<file path="config.mk">
export PLATFORM = sky130hd
export DESIGN_NAME = usc_setup_capture
export DESIGN_NICKNAME = d
export VERILOG_FILES = /design/src/hdl/usc_pkg.sv /design/src/hdl/usc_setup_capture.sv /design/src/hdl/usc_frame_timer.sv
export SDC_FILE = /design/constraint.sdc
export NUM_CORES = 1
export LEC_CHECK = 0
export ABC_CLOCK_PERIOD_IN_PS = 3300
export BUFFER_PORTS_ARGS = -buffer_cell sky130_fd_sc_hd__clkbuf_2
export CAP_MARGIN = 5
export CORE_ASPECT_RATIO = 1.25
export CORE_MARGIN = 1
export CORE_UTILIZATION = 30
export CTS_BUF_LIST = sky130_fd_sc_hd__clkbuf_16
export DETAILED_ROUTE_END_ITERATION = 12
export GPL_TIMING_DRIVEN = 0
export PLACE_DENSITY = 0.45
export SLEW_MARGIN = 20
export SYNTH_ARGS = -nofsm -noshare
export SYNTH_HDL_FRONTEND = slang
export SYNTH_SLANG_ARGS = --single-unit
</file>
<file path="constraint.sdc">
create_clock -name core_clk -period 3.3 [get_ports core_clk]
set_clock_uncertainty 0.2 [all_clocks]
set_input_delay 0.33 -clock core_clk [delete_from_list [all_inputs] [get_ports core_clk]]
set_output_delay 0.33 -clock core_clk [all_outputs]
set_load 0.05 [all_outputs]
</file>
<file path="src/hdl/usc_pkg.sv">
// Package of constants for the setup-packet capture block
package usc_pkg;

  // ----------------------------------------------------------------------
  // Register offsets (byte addresses)
  // ----------------------------------------------------------------------
  localparam logic [7:0] OFF_REQ      = 8'h00;
  localparam logic [7:0] OFF_VALUE    = 8'h04;
  localparam logic [7:0] OFF_INDEX    = 8'h08;
  localparam logic [7:0] OFF_LENGTH   = 8'h0c;
  localparam logic [7:0] OFF_INT      = 8'h10;
  localparam logic [7:0] OFF_NAK      = 8'h14;
  localparam logic [7:0] OFF_SYSSTAT  = 8'h18;
  localparam logic [7:0] OFF_SYSMASK  = 8'h1c;
  localparam logic [7:0] OFF_CTRL     = 8'h20;

  // ----------------------------------------------------------------------
  // Field positions
  // ----------------------------------------------------------------------
  localparam int BIT_DIR       = 7;
  localparam int TYPE_LSB      = 5;
  localparam int RECIP_LSB     = 0;
  localparam int MASK_LSB      = 8;
  localparam int FLG_NAK       = 7;
  localparam int FLG_EP        = 6;
  localparam int FLG_EP0       = 5;
  localparam int FLG_SOF       = 4;
  localparam int FLG_RX0       = 3;
  localparam int FLG_STATUS    = 2;
  localparam int FLG_STATNAK   = 1;
  localparam int FLG_SETUP     = 0;
  localparam int CTRL_OWN_SOF  = 0;

  localparam int NUM_FLAGS     = 8;
  localparam int NUM_EP        = 8;
  localparam int SETUP_BYTES   = 8;

  // ----------------------------------------------------------------------
  // Reset values and timing
  // ----------------------------------------------------------------------
  localparam logic [15:0] RST_FIELD  = 16'h0000;
  localparam logic [7:0]  RST_BYTE   = 8'h00;
  localparam logic [31:0] RD_ZERO    = 32'h0000_0000;
  localparam int CLK_PERIOD_NS       = 10;
  localparam int FRAME_TIME_NS       = 1000000;
  localparam int FRAME_CYCLES        = FRAME_TIME_NS / CLK_PERIOD_NS;

  // ----------------------------------------------------------------------
  // Capture states
  // ----------------------------------------------------------------------
  typedef enum logic [1:0] {
    CAP_IDLE = 2'b00,
    CAP_RECV = 2'b01,
    CAP_DONE = 2'b10,
    CAP_DROP = 2'b11
  } usc_cap_state_t;

endpackage : usc_pkg

</file>
<file path="src/hdl/usc_setup_capture.sv">
// Setup-packet capture, event flags and interrupt outputs
//
// Summary of operation
// - Request code (second setup byte) is read-only in bits 15:8.
// - First setup byte in bits 7:0; bit 7 direction, bits 6:5 type.
// - Bits 4:0 hold the recipient code as received.
// - Value register holds byte three low and byte four high.
// - Index register holds byte five low and byte six high.
// - Length register holds byte seven low and byte eight high.
// - A mask bit of 0 passes its flag to its output, 1 blocks it.
// - A good endpoint-zero transfer sets the endpoint-zero done flag.
// - Frame-start flag sets on a token, or per frame in own-frame mode.
// - Writing 1 to the NAK flag clears every per-endpoint NAK bit except one that ep_nak sets in that cycle.
`timescale 1ns/100ps
`default_nettype none
module usc_setup_capture
  import usc_pkg::*;
#(
  parameter int FRAME_LEN = FRAME_CYCLES
)(
  input  wire logic                 core_clk,
  input  wire logic                 rst,
  input  wire logic [7:0]           reg_addr,
  input  wire logic [31:0]          reg_wdata,
  input  wire logic                 reg_wr,
  input  wire logic                 reg_rd,
  output logic      [31:0]          reg_rdata,
  input  wire logic                 setup_start,
  input  wire logic                 setup_byte_valid,
  input  wire logic [7:0]           setup_byte,
  input  wire logic                 setup_end,
  input  wire logic                 setup_error,
  input  wire logic                 sof_token,
  input  wire logic                 ep0_done,
  input  wire logic                 ep_done,
  input  wire logic                 zerolen_rx,
  input  wire logic                 status_done,
  input  wire logic                 status_nak,
  input  wire logic [NUM_EP-1:0]    ep_nak,
  output logic      [NUM_FLAGS-1:0] int_lines,
  output logic                      irq
);

  // ----------------------------------------------------------------------
  // Capture of the eight setup bytes
  // ----------------------------------------------------------------------
  usc_cap_state_t state;
  usc_cap_state_t next_state;
  logic [7:0]  shadow [SETUP_BYTES];
  logic [7:0]  next_shadow [SETUP_BYTES];
  logic [3:0]  cnt;
  logic [3:0]  next_cnt;
  logic [15:0] req_type_code;
  logic [15:0] value_f;
  logic [15:0] index_f;
  logic [15:0] length_f;
  logic [15:0] next_req;
  logic [15:0] next_value;
  logic [15:0] next_index;
  logic [15:0] next_length;
  logic        load;

  always_comb
  begin
    next_state  = state;
    next_cnt    = cnt;
    next_shadow = shadow;
    load        = 1'b0;
    case (state)
      CAP_IDLE:
      begin
        if (setup_start)
        begin
          next_state = CAP_RECV;
          next_cnt   = 4'h0;
        end
      end
      CAP_RECV:
      begin
        if (setup_error)
        begin
          next_state = CAP_DROP;
        end
        else if (setup_end)
        begin
          next_state = CAP_DONE;
          // Short or long packets never disturb the last good request
          load = (cnt == 4'(SETUP_BYTES)) && !setup_byte_valid;
        end
        else if (setup_byte_valid)
        begin
          if (cnt < 4'(SETUP_BYTES))
            next_shadow[cnt[2:0]] = setup_byte;
          // Count saturates so a runaway packet cannot wrap back to eight
          if (cnt != 4'hf)
            next_cnt = cnt + 4'h1;
        end
      end
      CAP_DONE:
      begin
        next_state = CAP_IDLE;
      end
      default:
      begin
        if (setup_end)
        begin
          next_state = CAP_IDLE;
        end
      end
    endcase
    next_req    = req_type_code;
    next_value  = value_f;
    next_index  = index_f;
    next_length = length_f;
    if (load)
    begin
      next_req    = {shadow[1], shadow[0]};
      next_value  = {shadow[3], shadow[2]};
      next_index  = {shadow[5], shadow[4]};
      next_length = {shadow[7], shadow[6]};
    end
  end

  always_ff @(posedge core_clk)
  begin
    if (rst)
    begin
      state         <= CAP_IDLE;
      cnt           <= 4'h0;
      shadow        <= '{default: RST_BYTE};
      req_type_code <= RST_FIELD;
      value_f       <= RST_FIELD;
      index_f       <= RST_FIELD;
      length_f      <= RST_FIELD;
    end
    else
    begin
      state         <= next_state;
      cnt           <= next_cnt;
      shadow        <= next_shadow;
      req_type_code <= next_req;
      value_f       <= next_value;
      index_f       <= next_index;
      length_f      <= next_length;
    end
  end

  // ----------------------------------------------------------------------
  // Event flags, masks, per-endpoint NAK and summary interrupt
  // ----------------------------------------------------------------------
  logic [NUM_FLAGS-1:0] flags;
  logic [NUM_FLAGS-1:0] masks;
  logic [NUM_EP-1:0]    nak_bits;
  logic [1:0]           sys_stat;
  logic [1:0]           sys_mask;
  logic                 own_sof;
  logic                 frame_tick;
  logic [NUM_FLAGS-1:0] ev;
  logic [NUM_FLAGS-1:0] next_flags;
  logic [NUM_FLAGS-1:0] next_masks;
  logic [NUM_EP-1:0]    next_nak;
  logic [1:0]           next_sys_stat;
  logic [1:0]           next_sys_mask;
  logic                 next_own_sof;
  logic [NUM_FLAGS-1:0] next_int_lines;
  logic                 next_irq;
  logic                 wr_int;

  usc_frame_timer #(
    .FRAME_LEN (FRAME_LEN)
  ) u_frame (
    .core_clk (core_clk),
    .rst      (rst),
    .enable   (own_sof),
    .tick     (frame_tick)
  );

  always_comb
  begin
    ev               = '0;
    ev[FLG_NAK]      = |ep_nak;
    ev[FLG_EP]       = ep_done;
    ev[FLG_EP0]      = ep0_done;
    ev[FLG_SOF]      = own_sof ? frame_tick : sof_token;
    ev[FLG_RX0]      = zerolen_rx;
    ev[FLG_STATUS]   = status_done;
    ev[FLG_STATNAK]  = status_nak;
    ev[FLG_SETUP]    = load;
    wr_int           = reg_wr && (reg_addr == OFF_INT);
    next_masks       = masks;
    next_own_sof     = own_sof;
    next_sys_mask    = sys_mask;
    next_flags       = flags;
    next_nak         = nak_bits;
    next_sys_stat    = sys_stat;
    if (wr_int)
    begin
      next_masks = reg_wdata[MASK_LSB +: NUM_FLAGS];
      next_flags = flags & ~reg_wdata[NUM_FLAGS-1:0];
      if (reg_wdata[FLG_NAK])
        next_nak = '0;
    end
    if (reg_wr && (reg_addr == OFF_SYSSTAT))
      next_sys_stat = sys_stat & ~reg_wdata[1:0];
    if (reg_wr && (reg_addr == OFF_SYSMASK))
      next_sys_mask = reg_wdata[1:0];
    if (reg_wr && (reg_addr == OFF_CTRL))
      next_own_sof = reg_wdata[CTRL_OWN_SOF];
    // Set beats clear so no event is lost
    next_flags = next_flags | ev;
    next_nak   = next_nak | ep_nak;
    next_sys_stat = next_sys_stat | {ev[FLG_SOF], load};
    next_int_lines = next_flags & ~next_masks;
    next_irq       = |(next_sys_stat & ~next_sys_mask);
  end

  always_ff @(posedge core_clk)
  begin
    if (rst)
    begin
      flags     <= '0;
      masks     <= '0;
      nak_bits  <= '0;
      sys_stat  <= 2'h0;
      sys_mask  <= 2'h0;
      own_sof   <= 1'b0;
      int_lines <= '0;
      irq       <= 1'b0;
    end
    else
    begin
      flags     <= next_flags;
      masks     <= next_masks;
      nak_bits  <= next_nak;
      sys_stat  <= next_sys_stat;
      sys_mask  <= next_sys_mask;
      own_sof   <= next_own_sof;
      int_lines <= next_int_lines;
      irq       <= next_irq;
    end
  end

  // ----------------------------------------------------------------------
  // Register read port
  // ----------------------------------------------------------------------
  logic [31:0] next_rdata;

  always_comb
  begin
    next_rdata = RD_ZERO;
    if (!reg_rd)
      next_rdata = RD_ZERO;
    else if (reg_addr == OFF_REQ)
      next_rdata = {16'h0000, req_type_code};
    else if (reg_addr == OFF_VALUE)
      next_rdata = {16'h0000, value_f};
    else if (reg_addr == OFF_INDEX)
      next_rdata = {16'h0000, index_f};
    else if (reg_addr == OFF_LENGTH)
      next_rdata = {16'h0000, length_f};
    else if (reg_addr == OFF_INT)
      next_rdata = {16'h0000, masks, flags};
    else if (reg_addr == OFF_NAK)
      next_rdata = {24'h00_0000, nak_bits};
    else if (reg_addr == OFF_SYSSTAT)
      next_rdata = {30'h0000_0000, sys_stat};
    else if (reg_addr == OFF_SYSMASK)
      next_rdata = {30'h0000_0000, sys_mask};
    else if (reg_addr == OFF_CTRL)
      next_rdata = {31'h0000_0000, own_sof};
  end

  always_ff @(posedge core_clk)
  begin
    if (rst)
    begin
      reg_rdata <= RD_ZERO;
    end
    else
    begin
      reg_rdata <= next_rdata;
    end
  end

  // ----------------------------------------------------------------------
  // Checks
  // ----------------------------------------------------------------------
  AST_LOAD_REQ: assert property (@(posedge core_clk) disable iff (rst)
    load |=> req_type_code[15:8] == $past(shadow[1]) &&
             req_type_code[7:0] == $past(shadow[0]))
    else $error("request register not loaded");
  AST_HOLD: assert property (@(posedge core_clk) disable iff (rst)
    !load |=> $stable(req_type_code) && $stable(value_f) &&
              $stable(index_f) && $stable(length_f))
    else $error("capture changed without a good packet");
  AST_VALUE: assert property (@(posedge core_clk) disable iff (rst)
    load |=> value_f[7:0] == $past(shadow[2]))
    else $error("value low byte wrong");
  AST_INDEX: assert property (@(posedge core_clk) disable iff (rst)
    load |=> index_f[15:8] == $past(shadow[5]))
    else $error("index high byte wrong");
  AST_LENGTH: assert property (@(posedge core_clk) disable iff (rst)
    load |=> length_f[15:8] == $past(shadow[7]) &&
             length_f[7:0] == $past(shadow[6]))
    else $error("length wrong");
  AST_TYPE: assert property (@(posedge core_clk) disable iff (rst)
    load |=> req_type_code[6:5] == $past(shadow[0][6:5]))
    else $error("type field wrong");
  AST_RECIP: assert property (@(posedge core_clk) disable iff (rst)
    load |=> req_type_code[4:0] == $past(shadow[0][4:0]))
    else $error("recipient field wrong");
  AST_MASK: assert property (@(posedge core_clk) disable iff (rst)
    int_lines == (flags & ~masks))
    else $error("interrupt line not gated by mask");
  AST_EP0: assert property (@(posedge core_clk) disable iff (rst)
    ep0_done |=> flags[FLG_EP0])
    else $error("endpoint-zero flag not set");
  AST_SOF: assert property (@(posedge core_clk) disable iff (rst)
    (sof_token && !own_sof) |=> flags[FLG_SOF])
    else $error("frame-start flag not set");
  AST_NAK: assert property (@(posedge core_clk) disable iff (rst)
    (wr_int && reg_wdata[FLG_NAK] && ep_nak == '0) |=> nak_bits == '0)
    else $error("nak register not cleared");

  COV_LOAD: cover property (@(posedge core_clk) disable iff (rst) load);
  COV_DROP: cover property (@(posedge core_clk) disable iff (rst)
    state == CAP_DROP);
  COV_IRQ: cover property (@(posedge core_clk) disable iff (rst) irq);
  COV_OWN: cover property (@(posedge core_clk) disable iff (rst)
    own_sof && frame_tick);

endmodule : usc_setup_capture
`default_nettype wire

</file>
<file path="src/hdl/usc_frame_timer.sv">
// Frame-time counter for self-generated start-of-frame events
`timescale 1ns/100ps
`default_nettype none
module usc_frame_timer
  import usc_pkg::*;
#(
  parameter int FRAME_LEN = FRAME_CYCLES
)(
  input  wire logic core_clk,
  input  wire logic rst,
  input  wire logic enable,
  output logic      tick
);

  // ----------------------------------------------------------------------
  // Counter
  // ----------------------------------------------------------------------
  logic [31:0] cnt;
  logic [31:0] next_cnt;
  logic        next_tick;

  always_comb
  begin
    next_cnt  = cnt;
    next_tick = 1'b0;
    if (!enable)
    begin
      next_cnt = 32'h0000_0000;
    end
    else if (cnt == 32'(FRAME_LEN - 1))
    begin
      next_cnt  = 32'h0000_0000;
      next_tick = 1'b1;
    end
    else
    begin
      next_cnt = cnt + 32'h0000_0001;
    end
  end

  always_ff @(posedge core_clk)
  begin
    if (rst)
    begin
      cnt  <= 32'h0000_0000;
      tick <= 1'b0;
    end
    else
    begin
      cnt  <= next_cnt;
      tick <= next_tick;
    end
  end

endmodule : usc_frame_timer
`default_nettype wire

</file>
==> After elaboration in Yosys (flattened, before gate mapping) <==
Index checks and enable logic that the tools add are counted.
{ "op_classes": {"n_addsub": 2, "n_lt_le_gt_ge": 3, "eq_ne": 19, "muxes": 34, "bitwise": 16, "n_reduce_logical": 20} }
{ "ops": {"columns": ["op", "count"], "rows": [
  ["$mux W16", 5],
  ["$bwmux W64", 1],
  ["$mux W8", 6],
  ["$add A32 B1 Y32 const B", 1],
  ["$eq A32 B17 Y1 const B", 1],
  ["$eq A8 B5 Y1 const B", 4],
  ["$demux W8 S3", 1],
  ["$mux W4", 5],
  ["$and A8 B8 Y8", 2],
  ["$eq A8 B4 Y1 const B", 2],
  ["$mux W2", 8],
  ["$not A8 Y8", 2],
  ["$or A8 B8 Y8", 2],
  ["$ne A2 B2 Y1 const B", 5],
  ["$reduce_or A10 Y1", 1],
  ["$eq A8 B3 Y1 const B", 1],
  ["$eq A8 B6 Y1 const B", 1],
  ["$logic_not A8 Y1", 1],
  ["$pmux W4 S2", 1],
  ["$reduce_or A8 Y1", 1],
  ["$logic_and A1 B1 Y1", 6],
  ["$mux W1", 6],
  ["$pmux W2 S3", 1],
  ["$reduce_and A6 Y1", 1],
  ["other kinds (22)", 29]
]} }
{ "word_totals": {"regBits": 237, "inputBits": 70, "wordCells": 120} }

==> Longest topological paths before layout <==
{ "logic_depth": {"depth_word": 10, "depth_mapped": 8, "depth_no_buf": 6} }

==> Modules after synthesis <==
Synthesis repeated with hierarchy kept, for this count alone.
{ "hier_totals": {"hier_cells": 1079, "area_unflattened_um2": 9500.4} }
{ "by_module_without_submodules": {"columns": ["module", "instances", "cells_per_inst", "area_each_um2"], "rows": [
  ["usc_setup_capture", 1, 895, 7893.8],
  ["usc_frame_timer", 1, 184, 1606.5]
]} }

==> Worst setup path before layout <==
No wires, ideal clock.
{ "synth_timing": {"kind": "register to register", "startpoint": "reg state[1]", "endpoint": "reg shadow[10] in the netlist's numbering", "setup_time_ns": 0.128, "arrival_ns": 1.829, "required_ns": 2.972, "path_slack_ns": 1.143, "stages_incl_launch_ff": 8, "n_path_buf": 1, "period_less_slack_ns": 2.157, "path_cell_list": "dfxtp_1 -> inv_1 -> ha_1 -> buf_2 -> nor3b_1 -> nand4_2 -> mux2i_1 -> nor2_1"} }
{ "synth_between": {"elab_chain_len": 2} }
{ "synth_lines": {"columns": ["item", "line", "source"], "rows": [
  ["start, declared", "usc_setup_capture.sv:47", "usc_cap_state_t state;"],
  ["start signal, assigned", "usc_setup_capture.sv:138", "state <= next_state;"],
  ["$eq A2 B1 Y1", "usc_setup_capture.sv:69", "case (state)"],
  ["$reduce_and A5 Y1 (no line)", null, null],
  ["end signal, assigned", "usc_setup_capture.sv:140", "shadow <= next_shadow;"],
  ["end, declared", "usc_setup_capture.sv:49", "logic [7:0] shadow [SETUP_BYTES];"]
]} }
Every way passes these cells.
A chain may end at the register's enable or synchronous reset.

==> Final worst setup path <==
{ "layout_timing": {"startpoint": "reg cnt[1]", "endpoint": "reg req_type_code[11]"} }
{ "layout_between": {"elab_chain_len": 5} }
{ "layout_lines": {"columns": ["item", "line", "source"], "rows": [
  ["start, declared", "usc_setup_capture.sv:51", "logic [3:0] cnt;"],
  ["start signal, assigned", "usc_setup_capture.sv:139", "cnt <= next_cnt;"],
  ["$eq A4 B4 Y1", "usc_setup_capture.sv:88", "load = (cnt == 4'(SETUP_BYTES)) && !setup_byte_valid;"],
  ["$logic_and A1 B1 Y1", "usc_setup_capture.sv:88", null],
  ["$mux W1", "usc_setup_capture.sv:84", "else if (setup_end)"],
  ["$mux W1", "usc_setup_capture.sv:80", "if (setup_error)"],
  ["$mux W1", "usc_setup_capture.sv:69", null],
  ["end signal, assigned", "usc_setup_capture.sv:141", "req_type_code <= next_req;"],
  ["end, declared", "usc_setup_capture.sv:53", "logic [15:0] req_type_code;"]
]} }
Every way passes these cells.

==> impl_results.rst <==
.. list-table::
   :header-rows: 1

   * - Metric
     - Value
   * - Status
     - finished clean
   * - Average size of a mapped cell
     - 8.78 um^2
   * - Die outline area
     - 31900 um^2
   * - Die X
     - 160 um
   * - Worst-margin pin slew
     - 0.869 ns
   * - Routed Wire Length
     - 30.4 mm
   * - Slowest Stage Delay on Critical Path
     - 0.51 ns
   * - Min-delay src
     - reg_wdata[5]
   * - Number of antenna violations at the first check in global routing
     - 1
   * - Synth warnings
     - 0
   * - Final routed DRC violation total
     - 0
   * - Crit-path leading delay family
     - buffers and inverters
   * - Placer congestion estimate
     - 0.854
   * - Highest Clock Rate
     - 366 MHz
   * - Sequential-to-total area share from yosys stat
     - 0.472
   * - Maximum number of pins on one net before global-route repair
     - 13
   * - Most numerous cell in the Yosys netlist
     - sky130_fd_sc_hd__dfxtp_1
   * - Most area-hungry cell type in the Yosys netlist
     - sky130_fd_sc_hd__dfxtp_1
   * - CTS HTree Levels
     - 1
   * - Placement row count
     - 72
   * - Data arrival at the endpoint of the critical path
     - 3.00 ns
   * - Die extent in y
     - 200 um
   * - CTS tree
     - built
   * - GRT overflow
     - 0
   * - Number of setup violations in the final report
     - 0
   * - Max-cap viol count
     - 0
   * - Number of DRC violations after detailed-routing iteration 0
     - 296
   * - Most used standard cells in the synthesized netlist
     - 221 x sky130_fd_sc_hd__dfxtp_1, 152 x sky130_fd_sc_hd__nand2_1, 113 x sky130_fd_sc_hd__a21oi_1
   * - Avg Vias per Cell
     - 4.88
   * - Met1 routing resource usage after global routing
     - 0.213
   * - Top fanout value on the critical path
     - 10
   * - Launch point of the worst reg-to-reg path
     - cnt[1]
   * - Area fraction of the dominant cell type after synthesis
     - 0.472
   * - Final slew viol count
     - 0
   * - Worst Hold Depth
     - 3
   * - CP required
     - 3.57 ns
   * - Count of input and output buffers
     - 66
   * - Cells after synthesis
     - 1067
   * - Maximum root-to-sink buffer count
     - 3
   * - Clock-pin slew on the worst setup and hold paths
     - 0.06 ns
   * - EDFF count, synth
     - 0
   * - DP Wirelength
     - 23.2 mm
   * - Remaining antenna violation count after routing
     - 0
   * - Reg2reg end
     - req_type_code[11]
   * - Filler Cell Count
     - 3265
   * - Cell at the root of the clock tree
     - sky130_fd_sc_hd__clkbuf_16
   * - Capturing element type of the critical path
     - register
   * - Max_slew headroom
     - 0.413
   * - Global-route wire length before repair
     - 45.8 mm
   * - Count of distinct cell types in the synthesized netlist
     - 64
   * - Top post-synthesis cells by area
     - sky130_fd_sc_hd__dfxtp_1 47%, sky130_fd_sc_hd__mux2i_1 8.2%, sky130_fd_sc_hd__nand2_1 6.1%
   * - Source-to-sink clock delay at the later pin of the worst-skew pair
     - 0.54 ns
   * - Async SR Flop Fraction
     - 0
   * - Cell with the biggest individual delay on the critical path
     - sky130_fd_sc_hd__clkbuf_1
   * - Total cell area at the placement stage
     - 10300 um^2
   * - Initial standard-cell utilization of the core
     - 0.304
   * - Layout Cell Area excl Fill
     - 11300 um^2
   * - Setup TNS after final layout
     - 0 ns
   * - Wirelength per Cell
     - 18.7 um
   * - Vias in the first global route
     - 7698
   * - Number of hold-repair buffers added at the cts stage
     - 26
   * - Total core area
     - 30800 um^2
   * - Synthesized flop and latch total
     - 221
   * - Primary flip-flop cell chosen by synthesis mapping
     - sky130_fd_sc_hd__dfxtp_1
   * - Path type of the worst min-delay path
     - primary input to register
   * - Power density relative to cell area
     - 515 nW/um^2
   * - Crit path buffers/inverters
     - 4
   * - Total via count after detailed routing
     - 7940
   * - Setup repair after global routing missed its margin
     - false
   * - Number of top-level design ports
     - 111
   * - Top Usage Layer GRT
     - met2
   * - Minimum clock period after layout
     - 2.73 ns
   * - Endpoint of the worst hold path
     - flags[5]
   * - List of cells traversed by the critical path
     - clkbuf_2 > inv_1 > ha_1 > nand4_1 > clkbuf_1 > clkbuf_1 > nand2_1 > a21oi_1
   * - GR Layer Usage met3
     - 0.0232
   * - Most frequent cell on the critical path
     - sky130_fd_sc_hd__clkbuf_1
   * - Setup bufs post-CTS
     - 0
   * - Final hold violation count
     - 0
   * - Total standard cell area after synthesis
     - 9370 um^2
   * - Max VDD drop
     - 314 uV
   * - Antenna cell count
     - 0
   * - Final worst-path cycle share
     - 0.827
   * - Leak Pwr
     - 0.00426 uW
   * - Startpoint Class
     - register
   * - Number of buffers created by CTS
     - 25
   * - Register-to-Register Setup Slack
     - 0.57 ns
   * - Layout cell share with drive strength beyond 1
     - 0.128
   * - Depth of the most critical reg-to-reg path
     - 8
   * - Nets
     - 1276
   * - Total track usage
     - 0.190
   * - Met2 global-route usage
     - 0.364
   * - Layout overhead on the synthesized area
     - 20.2%
   * - Worst setup startpoint
     - cnt[1]
   * - Resize count post-CTS
     - 0
   * - Clock sink total
     - 221
   * - Drt first pass iters
     - 5
   * - Type of the worst setup path
     - register to register
[where the power goes]
group | total (uW) | internal [uW] | switching [uW]
registers | 2730 | 2700 | 25.6
logic | 507 | 166 | 341
clock network | 2560 | 1450 | 1120
total | 5800 | 4320 | 1480
[area by class of cell]
type | instances | area (um^2) | area share
well taps | 407 | 509 | 0.0452
multi-input cells | 743 | 4470 | 0.396
clock buffers | 25 | 626 | 0.0555
repair buffers | 92 | 591 | 0.0524
flip-flops and latches | 221 | 4420 | 0.393
inverters | 23 | 86.3 | 0.00766
clock inverters | 20 | 115 | 0.0102
plain buffers | 95 | 448 | 0.0398
[flip-flops by register name, summed over array words and instances (netlist names), 2 cells and up]
register and flops:
cnt 4, sys_mask 2, shadow 64, index_f 16, state 2, length_f 16
value_f 16, req_type_code 16, int_lines 8, masks 8, sys_stat 2, flags 8
reg_rdata 16, nak_bits 8, u_frame.cnt 32
[layout by cell type (no fill, tap or decap), types with 19 or more instances in the layout]
| cell type | n |
|---|---|
| sky130_fd_sc_hd__nor2_1 | 108 |
| sky130_fd_sc_hd__nand2_1 | 152 |
| sky130_fd_sc_hd__dlygate4sd3_1 | 26 |
| sky130_fd_sc_hd__mux2i_1 | 77 |
| sky130_fd_sc_hd__nand3_1 | 19 |
| sky130_fd_sc_hd__a21oi_1 | 113 |
| sky130_fd_sc_hd__inv_1 | 27 |
| sky130_fd_sc_hd__clkbuf_2 | 69 |
| sky130_fd_sc_hd__o21ai_0 | 33 |
| sky130_fd_sc_hd__nand4_1 | 23 |
| sky130_fd_sc_hd__clkbuf_16 | 25 |
| sky130_fd_sc_hd__clkbuf_1 | 58 |
| sky130_fd_sc_hd__dfxtp_1 | 221 |
[worst register-to-register path, delay by kind of cell (launching register included)]
family / cells / cell delay, ns
AO/OA/AOI/OAI: 1 / 0.15
adder cells (fa/ha/maj): 1 / 0.22
buffers and inverters: 4 / 1.36
flip-flops: 1 / 0.33
AND/OR/NAND/NOR: 2 / 0.43
[metal layers]
layer / vias to the layer above / wire length, um
li1: 3999 / -
met1: 3719 / 12600
met2: 181 / 15800
met3: 41 / 1120
met4: 0 / 980
met5: - / 0
[worst max path at each step]
| stage | to | depth (start not counted) |
|---|---|---|
| after floorplan | shadow[10] | 7 |
| after global placement | req_type_code[11] | 8 |
| after detailed placement | req_type_code[11] | 8 |
| after CTS | req_type_code[8] | 8 |
| after global routing | req_type_code[11] | 8 |
| final | req_type_code[11] | 8 |
[metrics by stage]
stage	utilization	instances	worst slack (ns)	power [uW]	hold slack (ns)
after floorplan	-	1082	1.14	3110	0.230
after global placement	0.333	1555	0.536	3270	0.240
after detailed placement	0.333	1555	0.507	3270	0.243
after CTS	0.366	1626	0.490	5880	0.00142
after global routing	0.366	1626	0.289	6030	0.0359
final	0.366	1626	0.570	5800	0.00481
[logic make-up (layout without fill, tap and decap cells)]
family,after synthesis,after routing,share of synthesized area
buffers and inverters,118,255,0.0570
AOI/OAI and AO/OA,211,211,0.137
and+or+nand+nor,417,417,0.228
muxes,80,80,0.0859
other,1,16,0.000400
xor gates and xnor gates,14,14,0.0131
adders and majority gates,5,5,0.00668
DFF,221,221,0.472
Power figures use the tool's default switching activity.
